--- src/design/dnm_pkg.sv ---
package dnm_pkg;

    // clock and timing
    localparam int unsigned DNM_CLK_KHZ  = 250000;
    localparam int unsigned DNM_LOOP_MS  = 1000;
    localparam int unsigned DNM_LOOP_CYC = DNM_LOOP_MS * DNM_CLK_KHZ;
    localparam int unsigned DNM_LOOP_W   = 28;
    // traction value request is due this long after run entry; the engine sends it right after the run-entry service load
    localparam int unsigned DNM_TRQ_LAT_MS = 750;

    // header bytes
    localparam logic [7:0] DNM_B0_LOAD   = 8'h8a;
    localparam logic [7:0] DNM_B0_RPT    = 8'haa;
    localparam logic [7:0] DNM_B0_REQ    = 8'hcb;
    localparam logic [7:0] DNM_B1_LOAD   = 8'hea;
    localparam logic [7:0] DNM_B1_REPLY  = 8'heb;
    localparam logic [3:0] DNM_LO_LOAD   = 4'ha;
    localparam logic [3:0] DNM_LO_REQ    = 4'hb;
    localparam logic [7:0] DNM_SRC_ENG   = 8'h10;
    localparam logic [7:0] DNM_SRC_BODY  = 8'h40;
    localparam logic [7:0] DNM_B3_DIS    = 8'h20;
    localparam logic [7:0] DNM_B3_EN     = 8'ha0;
    localparam logic [7:0] DNM_SIG_SSO   = 8'h8f;
    localparam logic [7:0] DNM_SIG_TRAC  = 8'h9b;
    localparam logic [7:0] DNM_PKT_ZERO  = 8'h00;

    // engine end apb registers
    localparam logic [7:0] DNM_REG_CTRL  = 8'h00;
    localparam logic [7:0] DNM_REG_STAT  = 8'h04;
    localparam logic [7:0] DNM_REG_CNT   = 8'h08;
    localparam int unsigned DNM_CTRL_RUN   = 0;
    localparam int unsigned DNM_CTRL_FAULT = 1;
    localparam int unsigned DNM_CTRL_LHL   = 2;
    localparam int unsigned DNM_STAT_TRAC  = 0;
    localparam int unsigned DNM_STAT_SENT  = 1;
    localparam int unsigned DNM_STAT_RPTEN = 2;
    localparam int unsigned DNM_STAT_MATCH = 3;
    localparam int unsigned DNM_STAT_TPKT  = 8;
    localparam logic [2:0] DNM_CTRL_RST  = 3'h0;

    function automatic logic [39:0] dnm_hdr(input logic [7:0] b0,
                                            input logic [7:0] b1,
                                            input logic [7:0] src,
                                            input logic       en,
                                            input logic [7:0] sig);
        dnm_hdr = {b0, b1, src, (en ? DNM_B3_EN : DNM_B3_DIS), sig};
    endfunction : dnm_hdr

endpackage : dnm_pkg

--- src/design/dnm_link_if.sv ---
`timescale 1ns/100ps
interface dnm_link_if;
    logic        e2b_valid;
    logic [39:0] e2b_hdr;
    logic [7:0]  e2b_pkt;
    logic        b2e_valid;
    logic [39:0] b2e_hdr;
    logic [7:0]  b2e_pkt;

    modport engine (output e2b_valid, e2b_hdr, e2b_pkt,
                    input  b2e_valid, b2e_hdr, b2e_pkt);
    modport body   (input  e2b_valid, e2b_hdr, e2b_pkt,
                    output b2e_valid, b2e_hdr, b2e_pkt);
endinterface : dnm_link_if

--- src/design/dnm_rx_decode.sv ---
`timescale 1ns/100ps
module dnm_rx_decode
    import dnm_pkg::*;
(
    // received message
    input  wire logic        valid,
    input  wire logic [39:0] hdr,
    // decoded kind
    output logic             acc_load,
    output logic             acc_rpt,
    output logic             acc_req,
    output logic [7:0]       sig,
    output logic             en
);
    logic even;

    // odd upper nibble means the frame is not for us
    assign even     = valid & ~hdr[36];
    assign acc_load = even & (hdr[31:24] == DNM_B1_LOAD)
                    & (hdr[35:32] == DNM_LO_LOAD);
    assign acc_rpt  = even & (hdr[31:24] == DNM_B1_REPLY)
                    & (hdr[35:32] == DNM_LO_LOAD);
    assign acc_req  = even & (hdr[31:24] == DNM_B1_REPLY)
                    & (hdr[35:32] == DNM_LO_REQ);
    assign sig      = hdr[7:0];
    assign en       = hdr[15];
endmodule : dnm_rx_decode

--- src/design/dnm_engine_end.sv ---
// What this block does
// - engine sends service load on change
// - service load header 8a ea 10 20/a0 8f
// - detected failure sends state flag one
// - engine load payload always zero
// - failure evaluated every 1000 ms
// - body answers service load with report
// - value request answered with service load
// - accept only even upper header nibble
// - receive actions only in run mode
// - body sends traction load on change
// - body sets flag when traction off
// - engine requests traction value after run entry
// - engine never reports traction load
// - traction state disabled at reset, health loss
`timescale 1ns/100ps
module dnm_engine_end
    import dnm_pkg::*;
#(
    parameter int unsigned LOOP_CYCLES = DNM_LOOP_CYC
)(
    // clock and reset
    input  wire logic        pclk,
    input  wire logic        presetn,
    // apb slave
    input  wire logic        psel,
    input  wire logic        penable,
    input  wire logic        pwrite,
    input  wire logic [7:0]  paddr,
    input  wire logic [31:0] pwdata,
    output logic      [31:0] prdata,
    output logic             pready,
    output logic             pslverr,
    // traction state for the control algorithm
    output logic             trac_off,
    // network side
    dnm_link_if.engine       link
);
    logic [2:0]            ctrl_q;
    logic                  run_prev_q;
    logic [DNM_LOOP_W-1:0] loop_cnt_q;
    logic                  sso_eval_q;
    logic                  sso_sent_q;
    logic                  pend_sso_q;
    logic                  pend_trq_q;
    logic                  trac_q;
    logic [7:0]            trac_pkt_q;
    logic                  rpt_en_q;
    logic [15:0]           tx_cnt_q;
    logic [15:0]           rpt_cnt_q;
    logic                  tx_valid_q;
    logic [39:0]           tx_hdr_q;
    logic [7:0]            tx_pkt_q;
    logic [31:0]           prdata_q;
    logic                  pready_q;
    logic                  pslverr_q;

    logic run;
    logic run_entry;
    logic tick;
    logic sso_chg;
    logic set_sso;
    logic send_sso;
    logic send_trq;
    logic acc_load;
    logic acc_rpt;
    logic acc_req;
    logic [7:0] rx_sig;
    logic rx_en;
    logic apb_wr;
    logic apb_setup;

    assign run       = ctrl_q[DNM_CTRL_RUN];
    assign run_entry = run & ~run_prev_q;
    assign apb_setup = psel & ~penable;
    assign apb_wr    = psel & penable & pready_q & pwrite;

    dnm_rx_decode u_dec (
        .valid    (link.b2e_valid),
        .hdr      (link.b2e_hdr),
        .acc_load (acc_load),
        .acc_rpt  (acc_rpt),
        .acc_req  (acc_req),
        .sig      (rx_sig),
        .en       (rx_en)
    );

    // apb register file, zero wait states
    always_ff @(posedge pclk or negedge presetn)
    begin
        if (!presetn)
            ctrl_q <= DNM_CTRL_RST;
        else if (apb_wr && paddr == DNM_REG_CTRL)
            ctrl_q <= pwdata[2:0];
    end

    // read data is captured in setup so it stands through the access
    always_ff @(posedge pclk or negedge presetn)
    begin
        if (!presetn)
        begin
            prdata_q  <= 32'h0;
            pslverr_q <= 1'b0;
            pready_q  <= 1'b0;
        end
        else
        begin
            pready_q <= 1'b1;
            if (apb_setup)
            begin
                pslverr_q <= 1'b0;
                prdata_q  <= 32'h0;
                case (paddr)
                    DNM_REG_CTRL: prdata_q <= {29'h0, ctrl_q};
                    DNM_REG_STAT: prdata_q <= {16'h0, trac_pkt_q,
                                               4'h0,
                                               (rpt_en_q == sso_sent_q),
                                               rpt_en_q, sso_sent_q,
                                               trac_q};
                    DNM_REG_CNT:  prdata_q <= {rpt_cnt_q, tx_cnt_q};
                    default:      pslverr_q <= 1'b1;
                endcase
            end
        end
    end

    // application loop timer
    always_ff @(posedge pclk or negedge presetn)
    begin
        if (!presetn)
            loop_cnt_q <= '0;
        else if (!run || tick)
            loop_cnt_q <= '0;
        else
            loop_cnt_q <= loop_cnt_q + 1'b1;
    end
    assign tick = run
        & (loop_cnt_q == DNM_LOOP_W'(LOOP_CYCLES - 1));

    // failure evaluation: flag follows the fault bit once a loop
    assign sso_chg = tick
        & (ctrl_q[DNM_CTRL_FAULT] != sso_eval_q);

    always_ff @(posedge pclk or negedge presetn)
    begin
        if (!presetn)
        begin
            run_prev_q <= 1'b0;
            sso_eval_q <= 1'b0;
        end
        else
        begin
            run_prev_q <= run;
            if (run_entry || tick)
                sso_eval_q <= ctrl_q[DNM_CTRL_FAULT];
        end
    end

    // change, mode entry and request share one pending flag
    assign set_sso = run & (run_entry | sso_chg
                   | (acc_req & rx_sig == DNM_SIG_SSO));
    assign send_sso = run & pend_sso_q;
    assign send_trq = run & pend_trq_q & ~pend_sso_q;

    always_ff @(posedge pclk or negedge presetn)
    begin
        if (!presetn)
            pend_sso_q <= 1'b0;
        else if (!run)
            pend_sso_q <= 1'b0;
        else if (set_sso)
            pend_sso_q <= 1'b1;
        else if (send_sso)
            pend_sso_q <= 1'b0;
    end

    always_ff @(posedge pclk or negedge presetn)
    begin
        if (!presetn)
            pend_trq_q <= 1'b0;
        else if (!run)
            pend_trq_q <= 1'b0;
        else if (run_entry)
            pend_trq_q <= 1'b1;
        else if (send_trq)
            pend_trq_q <= 1'b0;
    end

    // transmitter, one message per cycle at most
    always_ff @(posedge pclk or negedge presetn)
    begin
        if (!presetn)
        begin
            tx_valid_q <= 1'b0;
            tx_hdr_q   <= 40'h0;
            tx_pkt_q   <= DNM_PKT_ZERO;
            sso_sent_q <= 1'b0;
            tx_cnt_q   <= 16'h0;
        end
        else
        begin
            tx_valid_q <= send_sso | send_trq;
            tx_pkt_q   <= DNM_PKT_ZERO;
            if (send_sso)
            begin
                tx_hdr_q   <= dnm_hdr(DNM_B0_LOAD, DNM_B1_LOAD,
                                      DNM_SRC_ENG, sso_eval_q,
                                      DNM_SIG_SSO);
                sso_sent_q <= sso_eval_q;
                tx_cnt_q   <= tx_cnt_q + 16'h1;
            end
            else if (send_trq)
            begin
                tx_hdr_q <= dnm_hdr(DNM_B0_REQ, DNM_B1_REPLY,
                                    DNM_SRC_ENG, 1'b0,
                                    DNM_SIG_TRAC);
                tx_cnt_q <= tx_cnt_q + 16'h1;
            end
        end
    end

    // traction state is only monitored, never answered
    always_ff @(posedge pclk or negedge presetn)
    begin
        if (!presetn)
        begin
            trac_q     <= 1'b0;
            trac_pkt_q <= DNM_PKT_ZERO;
        end
        else if (ctrl_q[DNM_CTRL_LHL])
        begin
            trac_q     <= 1'b0;
            trac_pkt_q <= DNM_PKT_ZERO;
        end
        else if (run && acc_load && rx_sig == DNM_SIG_TRAC)
        begin
            trac_q     <= rx_en;
            trac_pkt_q <= link.b2e_pkt;
        end
    end

    // feedback reports only show that the body saw the last load
    always_ff @(posedge pclk or negedge presetn)
    begin
        if (!presetn)
        begin
            rpt_en_q  <= 1'b0;
            rpt_cnt_q <= 16'h0;
        end
        else if (run && acc_rpt && rx_sig == DNM_SIG_SSO)
        begin
            rpt_en_q  <= rx_en;
            rpt_cnt_q <= rpt_cnt_q + 16'h1;
        end
    end

    assign prdata         = prdata_q;
    assign pready         = pready_q;
    assign pslverr        = pslverr_q;
    assign trac_off       = trac_q;
    assign link.e2b_valid = tx_valid_q;
    assign link.e2b_hdr   = tx_hdr_q;
    assign link.e2b_pkt   = tx_pkt_q;
endmodule : dnm_engine_end

--- src/flat_wrapper.sv ---
// flat-port wrapper written by rule: the top's interface ports become plain ports
module dnm_engine_end_flat import dnm_pkg::*;
#(
    parameter int unsigned LOOP_CYCLES = DNM_LOOP_CYC
)
  (pclk, presetn, psel, penable, pwrite, paddr, pwdata, prdata, pready, pslverr, trac_off, link_e2b_valid, link_e2b_hdr, link_e2b_pkt, link_b2e_valid, link_b2e_hdr, link_b2e_pkt);
  dnm_link_if link_i ();
  input  wire logic pclk;
  input  wire logic presetn;
  input  wire logic psel;
  input  wire logic penable;
  input  wire logic pwrite;
  input  wire logic [7:0] paddr;
  input  wire logic [31:0] pwdata;
  output logic      [31:0] prdata;
  output logic pready;
  output logic pslverr;
  output logic trac_off;
  output wire logic [$bits(link_i.e2b_valid)-1:0] link_e2b_valid;
  output wire logic [$bits(link_i.e2b_hdr)-1:0] link_e2b_hdr;
  output wire logic [$bits(link_i.e2b_pkt)-1:0] link_e2b_pkt;
  input wire logic [$bits(link_i.b2e_valid)-1:0] link_b2e_valid;
  input wire logic [$bits(link_i.b2e_hdr)-1:0] link_b2e_hdr;
  input wire logic [$bits(link_i.b2e_pkt)-1:0] link_b2e_pkt;
  assign link_e2b_valid = link_i.e2b_valid;
  assign link_e2b_hdr = link_i.e2b_hdr;
  assign link_e2b_pkt = link_i.e2b_pkt;
  assign link_i.b2e_valid = link_b2e_valid;
  assign link_i.b2e_hdr = link_b2e_hdr;
  assign link_i.b2e_pkt = link_b2e_pkt;
  dnm_engine_end #(.LOOP_CYCLES(LOOP_CYCLES)) u_core (.pclk(pclk), .presetn(presetn), .psel(psel), .penable(penable), .pwrite(pwrite), .paddr(paddr), .pwdata(pwdata), .prdata(prdata), .pready(pready), .pslverr(pslverr), .trac_off(trac_off), .link(link_i));
endmodule
--- config.mk ---
export PLATFORM = sky130hd
export DESIGN_NAME = dnm_engine_end_flat
export DESIGN_NICKNAME = d
export VERILOG_FILES = /design/src/design/dnm_pkg.sv /design/src/design/dnm_link_if.sv /design/src/design/dnm_rx_decode.sv /design/src/design/dnm_engine_end.sv /design/src/flat_wrapper.sv
export SDC_FILE = /design/constraint.sdc
export NUM_CORES = 1
export LEC_CHECK = 0
export ABC_AREA = 1
export BUFFER_PORTS_ARGS = -buffer_cell sky130_fd_sc_hd__buf_2
export CAP_MARGIN = 20
export CORE_MARGIN = 1.5
export CORE_UTILIZATION = 52
export CTS_BUF_LIST = sky130_fd_sc_hd__clkbuf_4 sky130_fd_sc_hd__clkbuf_8
export CTS_CLUSTER_SIZE = 12
export DETAILED_ROUTE_END_ITERATION = 8
export PLACE_DENSITY = 0.85
export SLEW_MARGIN = 25
export SYNTH_ARGS = -nofsm -noshare
export SYNTH_HDL_FRONTEND = slang
export SYNTH_SLANG_ARGS = --single-unit
--- constraint.sdc ---
create_clock -name pclk -period 2.5 [get_ports pclk]
set_input_delay 0.5 -clock pclk [delete_from_list [all_inputs] [get_ports pclk]]
set_output_delay 0.5 -clock pclk [all_outputs]
set_load 0.02 [all_outputs]
==> qor_table.md, run 1 <==
| Step | Result | This run |
|:---|:---|:---|
| worst setup path | Required time at the endpoint of the critical path | 2810 ps |
| clocking | Clock transition time at the flip-flop clock pins of the worst setup and hold paths | 70 ps |
| clocking | Post-CTS repair timing setup buffer count | 0 |
| placement | Weighted congestion reported at the end of routability-driven placement | 0.952 |
| clocking | CTS tree | built |
| worst setup path | Element type at the critical path end | flop |
| logic synthesis | Largest family of logic cells by synthesized area | simple AND/OR/NAND/NOR gates |
| logic synthesis | Area share of fa/ha/maj cells after synthesis | 0.569% |
| power | IR drop worst, VDD | 0.000439 V |
| worst setup path | CP Capture Point | u_core.tx_cnt_q[15]$_DFFE_PN0P_ |
| die | Core Rows | 40 |
| cells and area | Net total in the final layout | 1068 |
| logic synthesis | Synth Instances | 877 |
| worst setup path | WP data arrival | 2140 ps |
| die | Overall die area | 13400 um^2 |
| sta | Min Hold Slack | 24.3 ps |
| routing | Routed wire length per instance | 13.2 um |
| routing | Starting DRT DRC Count | 402 |
| grt | Initial antenna violation count | 0 |
| routing | Number of remaining DRC errors | 0 |
| routing | Length of the first detailed-routing pass in iterations | 5 |
| placement | Post-detail-place hpwl | 11.2 mm |
| grt | Wire length of the first global-routing pass | 25.2 mm |
| worst setup path | Maximum fanout along the worst path | 11 |
| cells and area | Commonest non-fill, non-tap cells in the layout | nand2_1 (291), nor2_1 (125), dfrtp_1 (117) |
| clocking | Cell chosen for the clock root | clkbuf_8 |
| sta | Portion of the clock cycle consumed by the worst path in the final layout | 73.2% |
| flow run | Max-cap check violation count | 0 |
| sta | Final setup fails | 0 |
| cells and area | Final non-filler cell area | 7510 um^2 |
| sta | RSZ-0062 raised after global routing | no |
| min path | Hold crit path type | input port to asynchronous set/reset pin |
| sta | Upper clock frequency limit | 546 MHz |
| routing | Wire length after detailed routing | 15.2 mm |
| grt | Largest net degree at the start of global routing | 46 |
| power | Standby leakage power | 3.78 nW |
| logic synthesis | Basic-gate share of the synthesized area counting and, or, nand and nor cells | 34.3% |
| worst setup path | Worst-case reg-to-reg path depth | 6 |
| routing | ANT nets after route | 0 |
| worst setup path | Crit path launch type | flop |
| logic synthesis | Post-synthesis sequential area ratio | 44.4% |
| sta | Number of max-slew violations in the final report | 0 |
| power | Overall power | 4.56 mW |
| routing | Vias per Instance | 5.02 |
| die | Initial Utilization | 54.0% |
| sta | Setup_tns | 0 ps |
| worst setup path | Startpoint of the worst setup timing path | u_core.ctrl_q[0]$_DFFE_PN0P_ |
| sta | Final Hold Vio Count | 0 |
| worst setup path | Critical R2R Launch | u_core.ctrl_q[0]$_DFFE_PN0P_ |
| worst setup path | Reg-to-reg endpoint | u_core.tx_cnt_q[15]$_DFFE_PN0P_ |
| worst setup path | Crit path kind | flop to flop |
| logic synthesis | Count of state elements after synthesis | 117 |
| logic synthesis | Netlist cell types | 32 |
| die | Die H | 116 um |
| grt | Vias in the first global route | 5399 |
| grt | Overflow left after global routing | 0 |
| clocking | Number of buffers on the longest clock path | 2 |
| clocking | Insertion delay to the later sink of the worst-skew pair | 430 ps |
| sta | Min Tclk post-route | 1830 ps |
| worst setup path | CP cell instances | nand2_2 -> nand2_2 -> nand3_1 -> nor2_1 -> nand3_1 -> xnor2_1 |
| sta | Transition time of the tightest slew-check pin | 861 ps |
| placement | Port Buffer Count | 102 |
| clocking | TritonCTS buffer count | 17 |
| clocking | Maximum level of the CTS H-tree | 4 |
| worst setup path | FF-to-FF setup slack | 670 ps |
| placement | Placed Area | 7050 um^2 |
| routing | Via count | 5785 |
| clocking | Number of sinks driven by the clock tree | 117 |
| outcome | Status | finished clean |
| sta | Largest clock skew in the final design | 10.1 ps |
| cells and area | Area delta synth->final | 14.0% |
| die | I/O pin count | 178 |
| logic synthesis | Share of cell area taken by muxes after synthesis | 0% |
| cells and area | Core occupancy in the finished layout | 61.5% |
| logic synthesis | Area of the mapped netlist | 6590 um^2 |
| die | Core box area | 12200 um^2 |
| die | Die span in x | 116 um |
| worst setup path | Slowest stage delay, CP | 610 ps |
| cells and area | Most common cell after layout, fill and taps aside | nand2_1 |
| sta | Max-slew headroom at the worst pin | 42.6% |
| clocking | Number of buffers inserted for hold repair after clock tree synthesis | 0 |
| logic synthesis | Parity-gate share of the synthesized area counting xor and xnor cells | 5.05% |
| cells and area | Fraction of layout instances using a drive strength above 1 | 18.1% |
| logic synthesis | Average instance area after synthesis | 7.52 um^2 |
| grt | All-Layer GR Usage | 24.0% |
| worst setup path | Worst path slowest cell | dfrtp_1 |
| logic synthesis | Complex-gate fraction of the synthesized area | 4.14% |
| power | Pwr Density | 607 nW/um^2 |
| logic synthesis | Warning count from the yosys run | 0 |
| cells and area | Antenna Diode Count | 0 |
| clocking | Post_cts resized | 0 |
==> logic make-up (layout without fill, tap and decap cells) <==
logic type | Yosys count | count (layout)
AND/OR/NAND/NOR | 535 | 535
buffers and inverters | 146 | 226
flip-flops | 117 | 117
XOR/XNOR | 38 | 38
AO/OA/AOI/OAI | 36 | 36
adder cells (fa/ha/maj) | 3 | 3
other | 2 | 29
==> critical path, delay by kind of cell, from the launching register on <==
kind	cells	cell delay, ps
AND/OR/NAND/NOR	5	960
flip-flops	1	610
XOR/XNOR	1	140
==> synthesized netlist by cell type <==
| library cell | count | area share [%] |
|---|---|---|
| inv_1 | 78 | 4.4 |
| clkinv_1 | 2 | 0.11 |
| xnor2_1 | 8 | 1.1 |
| nand3b_1 | 1 | 0.11 |
| dfrtp_1 | 117 | 44 |
| buf_4 | 45 | 5.1 |
| o31ai_2 | 12 | 2.3 |
| nand4_1 | 23 | 2.2 |
| nand2_4 | 1 | 0.17 |
| a21oi_1 | 4 | 0.30 |
| nor3_2 | 1 | 0.15 |
| buf_1 | 1 | 0.057 |
| o21ai_0 | 8 | 0.61 |
| ha_1 | 3 | 0.57 |
| nor2_2 | 6 | 0.57 |
| nor3_4 | 1 | 0.25 |
| conb_1 | 2 | 0.11 |
| nand3_1 | 66 | 5.0 |
| clkbuf_1 | 6 | 0.34 |
| o211ai_1 | 1 | 0.11 |
| nor2_1 | 125 | 7.1 |
| nor3_1 | 9 | 0.68 |
| or2_2 | 1 | 0.095 |
| nor2_4 | 3 | 0.51 |
| nand2_2 | 4 | 0.38 |
| nand2_1 | 291 | 17 |
| o21ai_1 | 11 | 0.84 |
| inv_2 | 4 | 0.23 |
| buf_2 | 6 | 0.46 |
| buf_6 | 4 | 0.68 |
| xor2_1 | 30 | 4.0 |
| nand3_2 | 3 | 0.46 |
==> routing by layer <==
metal | wire length, um | GRT usage (%) | up-vias
met1 | 6850 | 32.2 | 2695
met4 | 310 | 8.89 | 0
li1 | - | - | 2860
met5 | 0 | 0 | -
met3 | 873 | 5.23 | 16
met2 | 7130 | 38.3 | 214
==> power breakdown <==
group | internal [mW] | total [mW] | switching [mW]
clock network | 1.24 | 2.01 | 0.776
registers | 1.97 | 2.07 | 0.0908
logic | 0.162 | 0.486 | 0.324
==> area by class of cell <==
cell class / instances / area, um^2
flip-flops and latches: 117 / 2930
multi-input cells: 641 / 3010
fillers: 1073 / 4700
clock buffers: 19 / 262
well taps: 168 / 210
inverters: 84 / 315
clock inverters: 13 / 204
repair buffers: 110 / 586
==> state kept, by name, summed over array words and instances (netlist names) <==
name,flops
u_core.ctrl_q,3
u_core.link.e2b_hdr,4
u_core.link.e2b_valid,1
u_core.loop_cnt_q,28
u_core.pend_sso_q,1
u_core.pend_trq_q,1
u_core.prdata,32
u_core.pready,1
u_core.pslverr,1
u_core.rpt_cnt_q,16
u_core.rpt_en_q,1
u_core.run_prev_q,1
u_core.sso_eval_q,1
u_core.sso_sent_q,1
u_core.trac_off,1
u_core.trac_pkt_q,8
u_core.tx_cnt_q,16
==> per-stage QoR <==
| step | instances | setup slack (ps) |
|---|---|---|
| 6_report | 1152 | 669 |
| 3_3_place_gp | 1120 | 454 |
| 5_1_grt | 1152 | 490 |
| 4_1_cts | 1152 | 684 |
| 3_5_place_dp | 1120 | 383 |
| 2_1_floorplan | 904 | 1030 |
==> worst min-delay path by stage <==
stage | end | slack [ps]
floorplan | u_core.ctrl_q[0]$_DFFE_PN0P_ | 200
global placement | u_core.tx_cnt_q[14]$_DFFE_PN0P_ | 460
detailed placement | u_core.tx_cnt_q[14]$_DFFE_PN0P_ | 460
CTS | u_core.loop_cnt_q[7]$_DFF_PN0_ | 30
global route | u_core.loop_cnt_q[7]$_DFF_PN0_ | 40
finish | u_core.loop_cnt_q[7]$_DFF_PN0_ | 20
Note: power is estimated with default switching activity, not from simulation.
==> inputs of run 2 (changes only) <==
Clock period 2.5 ns to 1.85 ns, I/O delays scaled along.
==> run 2 against run 1 <==
Count of clock-buffer cells in the layout grew 3. Critical path type unchanged. Non-clock buffer count grew 9. Fmax is 10% higher. Critical endpoint is now u_core.rpt_cnt_q[10]$_DFFE_PN0P_. Global-route usage is 1.0 points higher. Utilization up 0.082 points. Design area increased by 0.13%. Highest routed layer unchanged. Routed wire length grew 3.0%. Register-to-register slack got worse by 480 ps. Combinational power up 44%.
==> qor_table.md, run 2 (synthesis results as in run 1) <==
| Step | Result | This run |
|:---|:---|:---|
| power | Sequential share of power | 48.2% |
| cells and area | Multi-input logic area | 3020 um^2 |
| routing | Routed wire length per instance | 13.5 um |
| cells and area | Antenna Diode Count | 0 |
| placement | Post-detail-place hpwl | 11.1 mm |
| sta | Number of max-slew violations in the final report | 0 |
| placement | Weighted congestion reported at the end of routability-driven placement | 0.910 |
| grt | All-Layer GR Usage | 25.0% |
| die | Initial Utilization | 54.0% |
| min path | Hold crit path type | input port to flop |
| worst setup path | Gate family responsible for the most delay along the worst path | simple AND/OR/NAND/NOR gates |
| clocking | Number of sinks driven by the clock tree | 117 |
| worst setup path | Required time at the endpoint of the critical path | 2190 ps |
| clocking | CTS tree | built |
| worst setup path | Critical path's most frequent cell | nand2_1 |
| grt | Met2 track utilization from global routing | 40.7% |
| power | Standby leakage power | 3.82 nW |
| min path | Worst hold path cell count | 3 |
| cells and area | Sequential standard cell area | 2930 um^2 |
| cells and area | Fraction of layout instances using a drive strength above 1 | 18.7% |
| min path | Startpoint of the tightest hold check path | link_b2e_hdr[15] |
| cells and area | Commonest non-fill, non-tap cells in the layout | nand2_1 (291), nor2_1 (125), dfrtp_1 (117) |
| worst setup path | Worst-case reg-to-reg path depth | 8 |
| power | Clock network power share | 39.7% |
| cells and area | Area delta synth->final | 14.2% |
| die | Core box area | 12200 um^2 |
| worst setup path | WP data arrival | 2000 ps |
| clocking | TritonCTS buffer count | 17 |
| worst setup path | Critical R2R Launch | u_core.rpt_cnt_q[1]$_DFFE_PN0P_ |
| die | I/O pin count | 178 |
| worst setup path | Startpoint of the worst setup timing path | u_core.rpt_cnt_q[1]$_DFFE_PN0P_ |
| sta | Largest clock skew in the final design | 10.6 ps |
| worst setup path | Crit path launch type | flop |
| sta | Final Hold Vio Count | 0 |
| routing | ANT nets after route | 0 |
| routing | Number of remaining DRC errors | 0 |
| clocking | Maximum level of the CTS H-tree | 4 |
| worst setup path | Maximum fanout along the worst path | 6 |
| grt | Initial antenna violation count | 0 |
| sta | Worst setup margin | 191 ps |
| routing | Via count | 5874 |
| sta | Final setup fails | 0 |
| clocking | Insertion delay to the later sink of the worst-skew pair | 440 ps |
| power | Relative contribution of combinational cells to total power | 12.1% |
| flow run | Max-cap check violation count | 0 |
| cells and area | Most common cell after layout, fill and taps aside | nand2_1 |
| cells and area | Fillers | 1075 |
| grt | Vias in the first global route | 5580 |
| clocking | Post-CTS repair timing setup buffer count | 0 |
| clocking | Number of buffers on the longest clock path | 2 |
| min path | Destination of the worst hold path | u_core.rpt_en_q$_DFFE_PN0P_ |
| grt | Most Crowded Layer GR | met2 |
| sta | Min Tclk post-route | 1660 ps |
| power | IR drop worst, VDD | 0.000473 V |
| sta | Upper clock frequency limit | 603 MHz |
| sta | Max-slew headroom at the worst pin | 43.9% |
| clocking | Clock transition time at the flip-flop clock pins of the worst setup and hold paths | 70 ps |
| worst setup path | CP cell instances | ha_1 -> inv_1 -> nor2_4 -> nand2_1 -> nor3_1 -> nand3_1 -> nand2_1 -> nand2_1 |
| routing | Starting DRT DRC Count | 604 |
| clocking | Cell chosen for the clock root | clkbuf_8 |
| die | Overall die area | 13400 um^2 |
| grt | Wire length of the first global-routing pass | 25.9 mm |
| sta | RSZ-0062 raised after global routing | no |
| outcome | Status | finished clean |
| power | Pwr Density | 768 nW/um^2 |
| cells and area | Flip-flop count of the largest register after layout | 32 |
| sta | Min Hold Slack | 139 ps |
| die | Die span in x | 116 um |
| worst setup path | Slowest stage delay, CP | 430 ps |
| power | Switching Power | 1.59 mW |
| worst setup path | Worst Path Buf+Inv | 1 |
| die | Core Rows | 40 |
| sta | Transition time of the tightest slew-check pin | 842 ps |
| worst setup path | Element type at the critical path end | flop |
| grt | Largest net degree at the start of global routing | 52 |
| placement | Worst slack after detailed placement | 168 ps |
| routing | Vias per Instance | 5.06 |
| cells and area | Core occupancy in the finished layout | 61.6% |
| worst setup path | Cell count along the critical path | 8 |
| placement | Port Buffer Count | 102 |
| routing | Length of the first detailed-routing pass in iterations | 5 |
| worst setup path | Worst path slowest cell | dfrtp_1 |
| cells and area | Net total in the final layout | 1077 |
| grt | GRT met3 Usage | 5.75% |
| worst setup path | Reg-to-reg endpoint | u_core.rpt_cnt_q[10]$_DFFE_PN0P_ |
| routing | Wire length after detailed routing | 15.6 mm |
| sta | Portion of the clock cycle consumed by the worst path in the final layout | 89.7% |
| worst setup path | FF-to-FF setup slack | 190 ps |
| die | Die H | 116 um |
| worst setup path | Crit path kind | flop to flop |
| power | Sw frac | 27.6% |
| sta | Setup_tns | 0 ps |
| power | P_int | 4.19 mW |
| grt | Overflow left after global routing | 0 |
| grt | Met1 routing resource usage after global routing | 32.1% |
-- run 2: cell types whose count changed in the layout (fill, tap and decap cells not counted) --
cell	before	now
clkinv_2	3	6
nand2_4	1	0
bufinv_16	5	2
buf_12	1	2
dlygate4sd3_1	0	1
buf_4	8	15
clkbuf_8	19	18
clkbuf_4	0	4
clkinvlp_4	4	1
nand2_8	0	1
-- run 2: layout make-up --
cell class                 instances  share of cell area (%)
multi-input combinational        641                    40.1
timing repair buffer             119                    8.88
clock buffer                      22                    3.69
clock inverter                    10                    1.41
inverter                          84                    4.19
sequential                       117                    38.9
tap                              168                    2.79
-- run 2: worst max-delay path by stage --
stage,end
after global routing,u_core.loop_cnt_q[7]$_DFF_PN0_
after global placement,u_core.rpt_cnt_q[0]$_DFFE_PN0P_
final,u_core.rpt_cnt_q[10]$_DFFE_PN0P_
after floorplan,u_core.loop_cnt_q[12]$_DFF_PN0_
after CTS,u_core.loop_cnt_q[9]$_DFF_PN0_
after detailed placement,u_core.rpt_cnt_q[0]$_DFFE_PN0P_
-- run 2: worst reg2reg max path, cell delays in order (launching register included) --
cell and delay (ps):
dfrtp_1 430, ha_1 260, inv_1 90, nor2_4 180
nand2_1 90, nor3_1 250, nand3_1 120, nand2_1 80
nand2_1 40
-- run 2: through the flow --
stage | cell area, um^2 | instances | total power, mW
3_5_place_dp | 7120 | 1128 | 3.52
5_1_grt | 7520 | 1161 | 6.04
6_report | 7520 | 1161 | 5.78
4_1_cts | 7520 | 1161 | 5.80
3_3_place_gp | 7120 | 1128 | 3.51
2_1_floorplan | 6690 | 904 | 3.31
-- run 2: timing repair --
action | 4_1_cts | 5_1_grt
hold buffers | 1 | 0
endpoints found under the setup margin | 0 | 2
resized for setup | 0 | 1
hold endpoints to repair | 23 | 0
-- run 2: layer usage --
layer | part of all wire (%) | routed length, um | vias up
met5 | 0 | 0 | -
met4 | 3.1 | 486 | 0
met3 | 6.5 | 1020 | 44
met2 | 47 | 7410 | 236
met1 | 43 | 6700 | 2720
li1 | - | - | 2874
-- run 2: power groups by stage --
| stage | sequential (mW) | combinational (mW) | clock [mW] |
|---|---|---|---|
| after floorplan | 2.82 | 0.493 | 0 |
| after global placement | 2.83 | 0.683 | 0 |
| after detailed placement | 2.83 | 0.697 | 0 |
| after CTS | 2.78 | 0.700 | 2.32 |
| after global routing | 2.80 | 0.806 | 2.43 |
| final | 2.78 | 0.700 | 2.30 |
==> inputs of run 3 (changes only) <==
Clock period 1.85 ns to 2.15 ns, I/O delays scaled along.
==> run 3 against run 2 <==
Clock skew is 1.2 ps lower. Sequential share of layout area is essentially flat. Critical path type unchanged. Largest cell class unchanged. Design area is essentially flat.
==> qor_table.md, run 3 (synthesis results as in run 1) <==
| Step | Result | This run |
|:---|:---|:---|
| flow run | Max-cap check violation count | 0 |
| worst setup path | CP cell instances | ha_1 -> nand2_1 -> inv_1 -> nand2_1 -> nor2_1 -> nand3_1 -> xor2_1 -> nor2_1 |
| worst setup path | Crit path launch type | flop |
| die | Core Rows | 40 |
| routing | ANT nets after route | 0 |
| cells and area | Core occupancy in the finished layout | 61.6% |
| routing | Via count | 5800 |
| die | Core box area | 12200 um^2 |
| cells and area | Commonest non-fill, non-tap cells in the layout | nand2_1 (291), nor2_1 (125), dfrtp_1 (117) |
| worst setup path | Required time at the endpoint of the critical path | 2500 ps |
| clocking | Insertion delay to the later sink of the worst-skew pair | 440 ps |
| sta | Min Tclk post-route | 1800 ps |
| clocking | Number of buffers on the longest clock path | 2 |
| sta | Setup_tns | 0 ps |
| sta | Max-slew headroom at the worst pin | 45.0% |
| die | Initial Utilization | 54.0% |
| power | IR drop worst, VDD | 0.000474 V |
| die | Overall die area | 13400 um^2 |
| grt | Vias in the first global route | 5431 |
| routing | Routed wire length per instance | 13.4 um |
| cells and area | Most common cell after layout, fill and taps aside | nand2_1 |
| sta | Upper clock frequency limit | 557 MHz |
| routing | Number of remaining DRC errors | 0 |
| sta | Min Hold Slack | 216 ps |
| clocking | Maximum level of the CTS H-tree | 4 |
| grt | Initial antenna violation count | 0 |
| die | Die H | 116 um |
| die | I/O pin count | 178 |
| min path | Hold crit path type | input port to flop |
| power | Standby leakage power | 3.79 nW |
| sta | Largest clock skew in the final design | 9.40 ps |
| power | Switching Power | 1.40 mW |
| routing | Length of the first detailed-routing pass in iterations | 5 |
| routing | Starting DRT DRC Count | 577 |
| cells and area | Fraction of layout instances using a drive strength above 1 | 18.2% |
| cells and area | Antenna Diode Count | 0 |
| sta | Portion of the clock cycle consumed by the worst path in the final layout | 83.5% |
| worst setup path | Maximum fanout along the worst path | 6 |
| cells and area | Fillers | 1079 |
| grt | Wire length of the first global-routing pass | 25.3 mm |
| power | Pwr Density | 692 nW/um^2 |
| cells and area | Flip-flop count of the largest register after layout | 32 |
| power | Sw frac | 26.9% |
| worst setup path | Element type at the critical path end | flop |
| worst setup path | Slowest stage delay, CP | 430 ps |
| placement | Weighted congestion reported at the end of routability-driven placement | 0.902 |
| sta | Transition time of the tightest slew-check pin | 825 ps |
| placement | Post-detail-place hpwl | 11.2 mm |
| worst setup path | Crit path kind | flop to flop |
| clocking | Number of sinks driven by the clock tree | 117 |
| cells and area | Net total in the final layout | 1070 |
| sta | Final setup fails | 0 |
| routing | Wire length after detailed routing | 15.4 mm |
| power | P_int | 3.81 mW |
| power | Overall power | 5.20 mW |
| cells and area | Area delta synth->final | 14.1% |
| sta | RSZ-0062 raised after global routing | no |
| sta | Final Hold Vio Count | 0 |
| placement | Port Buffer Count | 102 |
| cells and area | Multi-input logic area | 3010 um^2 |
| routing | Vias per Instance | 5.03 |
| clocking | TritonCTS buffer count | 17 |
| clocking | Cell chosen for the clock root | clkbuf_8 |
| worst setup path | WP data arrival | 2150 ps |
| worst setup path | Worst Path Buf+Inv | 1 |
| worst setup path | Worst path slowest cell | dfrtp_1 |
| die | Die span in x | 116 um |
| power | Relative contribution of combinational cells to total power | 11.2% |
| clocking | CTS tree | built |
| cells and area | Sequential standard cell area | 2930 um^2 |
| grt | Largest net degree at the start of global routing | 47 |
| outcome | Status | finished clean |
| power | Sequential share of power | 46.1% |
| power | Clock network power share | 42.7% |
| sta | Number of max-slew violations in the final report | 0 |
| grt | All-Layer GR Usage | 24.5% |
| clocking | Clock transition time at the flip-flop clock pins of the worst setup and hold paths | 70 ps |
| worst setup path | Gate family responsible for the most delay along the worst path | simple AND/OR/NAND/NOR gates |
| grt | Overflow left after global routing | 0 |
[run 3: cell count changes in the layout (fill, tap and decap cells not counted)]
| cell | change |
|---|---|
| clkbuf_4 | -4 |
| clkinv_2 | -2 |
| bufinv_16 | +2 |
| nand2_4 | +1 |
| nand2_8 | -1 |
| buf_4 | -7 |
| clkbuf_8 | +1 |
| clkinvlp_4 | +2 |
| clkinv_4 | +1 |
[run 3: cell type report]
cell class | count | share of cell area (%)
inverter | 84 | 4.19
tap | 168 | 2.79
clock buffer | 19 | 3.48
sequential | 117 | 38.9
multi-input combinational | 641 | 40.0
timing repair buffer | 112 | 8.18
clock inverter | 13 | 2.40
[run 3: per-stage QoR]
step	std cells	instance area, um^2	worst slack, ps
after floorplan	904	6690	705
after detailed placement	1121	7070	367
after global routing	1154	7520	208
after global placement	1121	7070	430
final	1154	7520	354
after CTS	1154	7520	388
[run 3: routing by layer]
| metal | GRT usage [%] | share of wire (%) | vias to the layer above |
|---|---|---|---|
| li1 | - | - | 2860 |
| met1 | 31.7 | 44 | 2687 |
| met2 | 39.8 | 47 | 224 |
| met3 | 6.17 | 6.4 | 29 |
| met4 | 9.79 | 2.1 | 0 |
| met5 | 0 | 0 | - |
[run 3: path summary, 6_finish.rpt]
kind | from | depth (start not counted) | slack, ps | to
worst max-delay path | u_core.loop_cnt_q[0]$_DFF_PN0_ | 8 | 350 | u_core.loop_cnt_q[14]$_DFF_PN0_
worst min-delay path | link_b2e_hdr[15] | 3 | 220 | u_core.rpt_en_q$_DFFE_PN0P_
worst max register to register | u_core.loop_cnt_q[0]$_DFF_PN0_ | 8 | 350 | u_core.loop_cnt_q[14]$_DFF_PN0_
worst min register to register | u_core.prdata[3]$_DFFE_PN0P_ | 2 | 470 | u_core.prdata[3]$_DFFE_PN0P_
max in group asynchronous | presetn | 3 | 1090 | u_core.prdata[14]$_DFFE_PN0P_
min in group asynchronous | presetn | 2 | 480 | u_core.loop_cnt_q[10]$_DFF_PN0_
[run 3: worst register-to-register path, stage by stage (launching register included)]
cell     delay (ps)
dfrtp_1         430
ha_1            270
nand2_1          70
inv_1            70
nand2_1         130
nor2_1          300
nand3_1         150
xor2_1          170
nor2_1          120
[run 3: power groups by stage]
stage	Sequential, mW	Clock [mW]	Combinational, mW
after floorplan	2.42	0	0.424
after global placement	2.43	0	0.564
after detailed placement	2.44	0	0.583
after CTS	2.40	2.25	0.588
after global routing	2.41	2.36	0.661
final	2.40	2.22	0.585
[run 3: repair_timing]
item / 4_1_cts / 5_1_grt
hold buffers: 1 / 0
setup buffers: 0 / 0
gates resized for setup: 0 / 0
endpoints found under the hold margin: 29 / 0
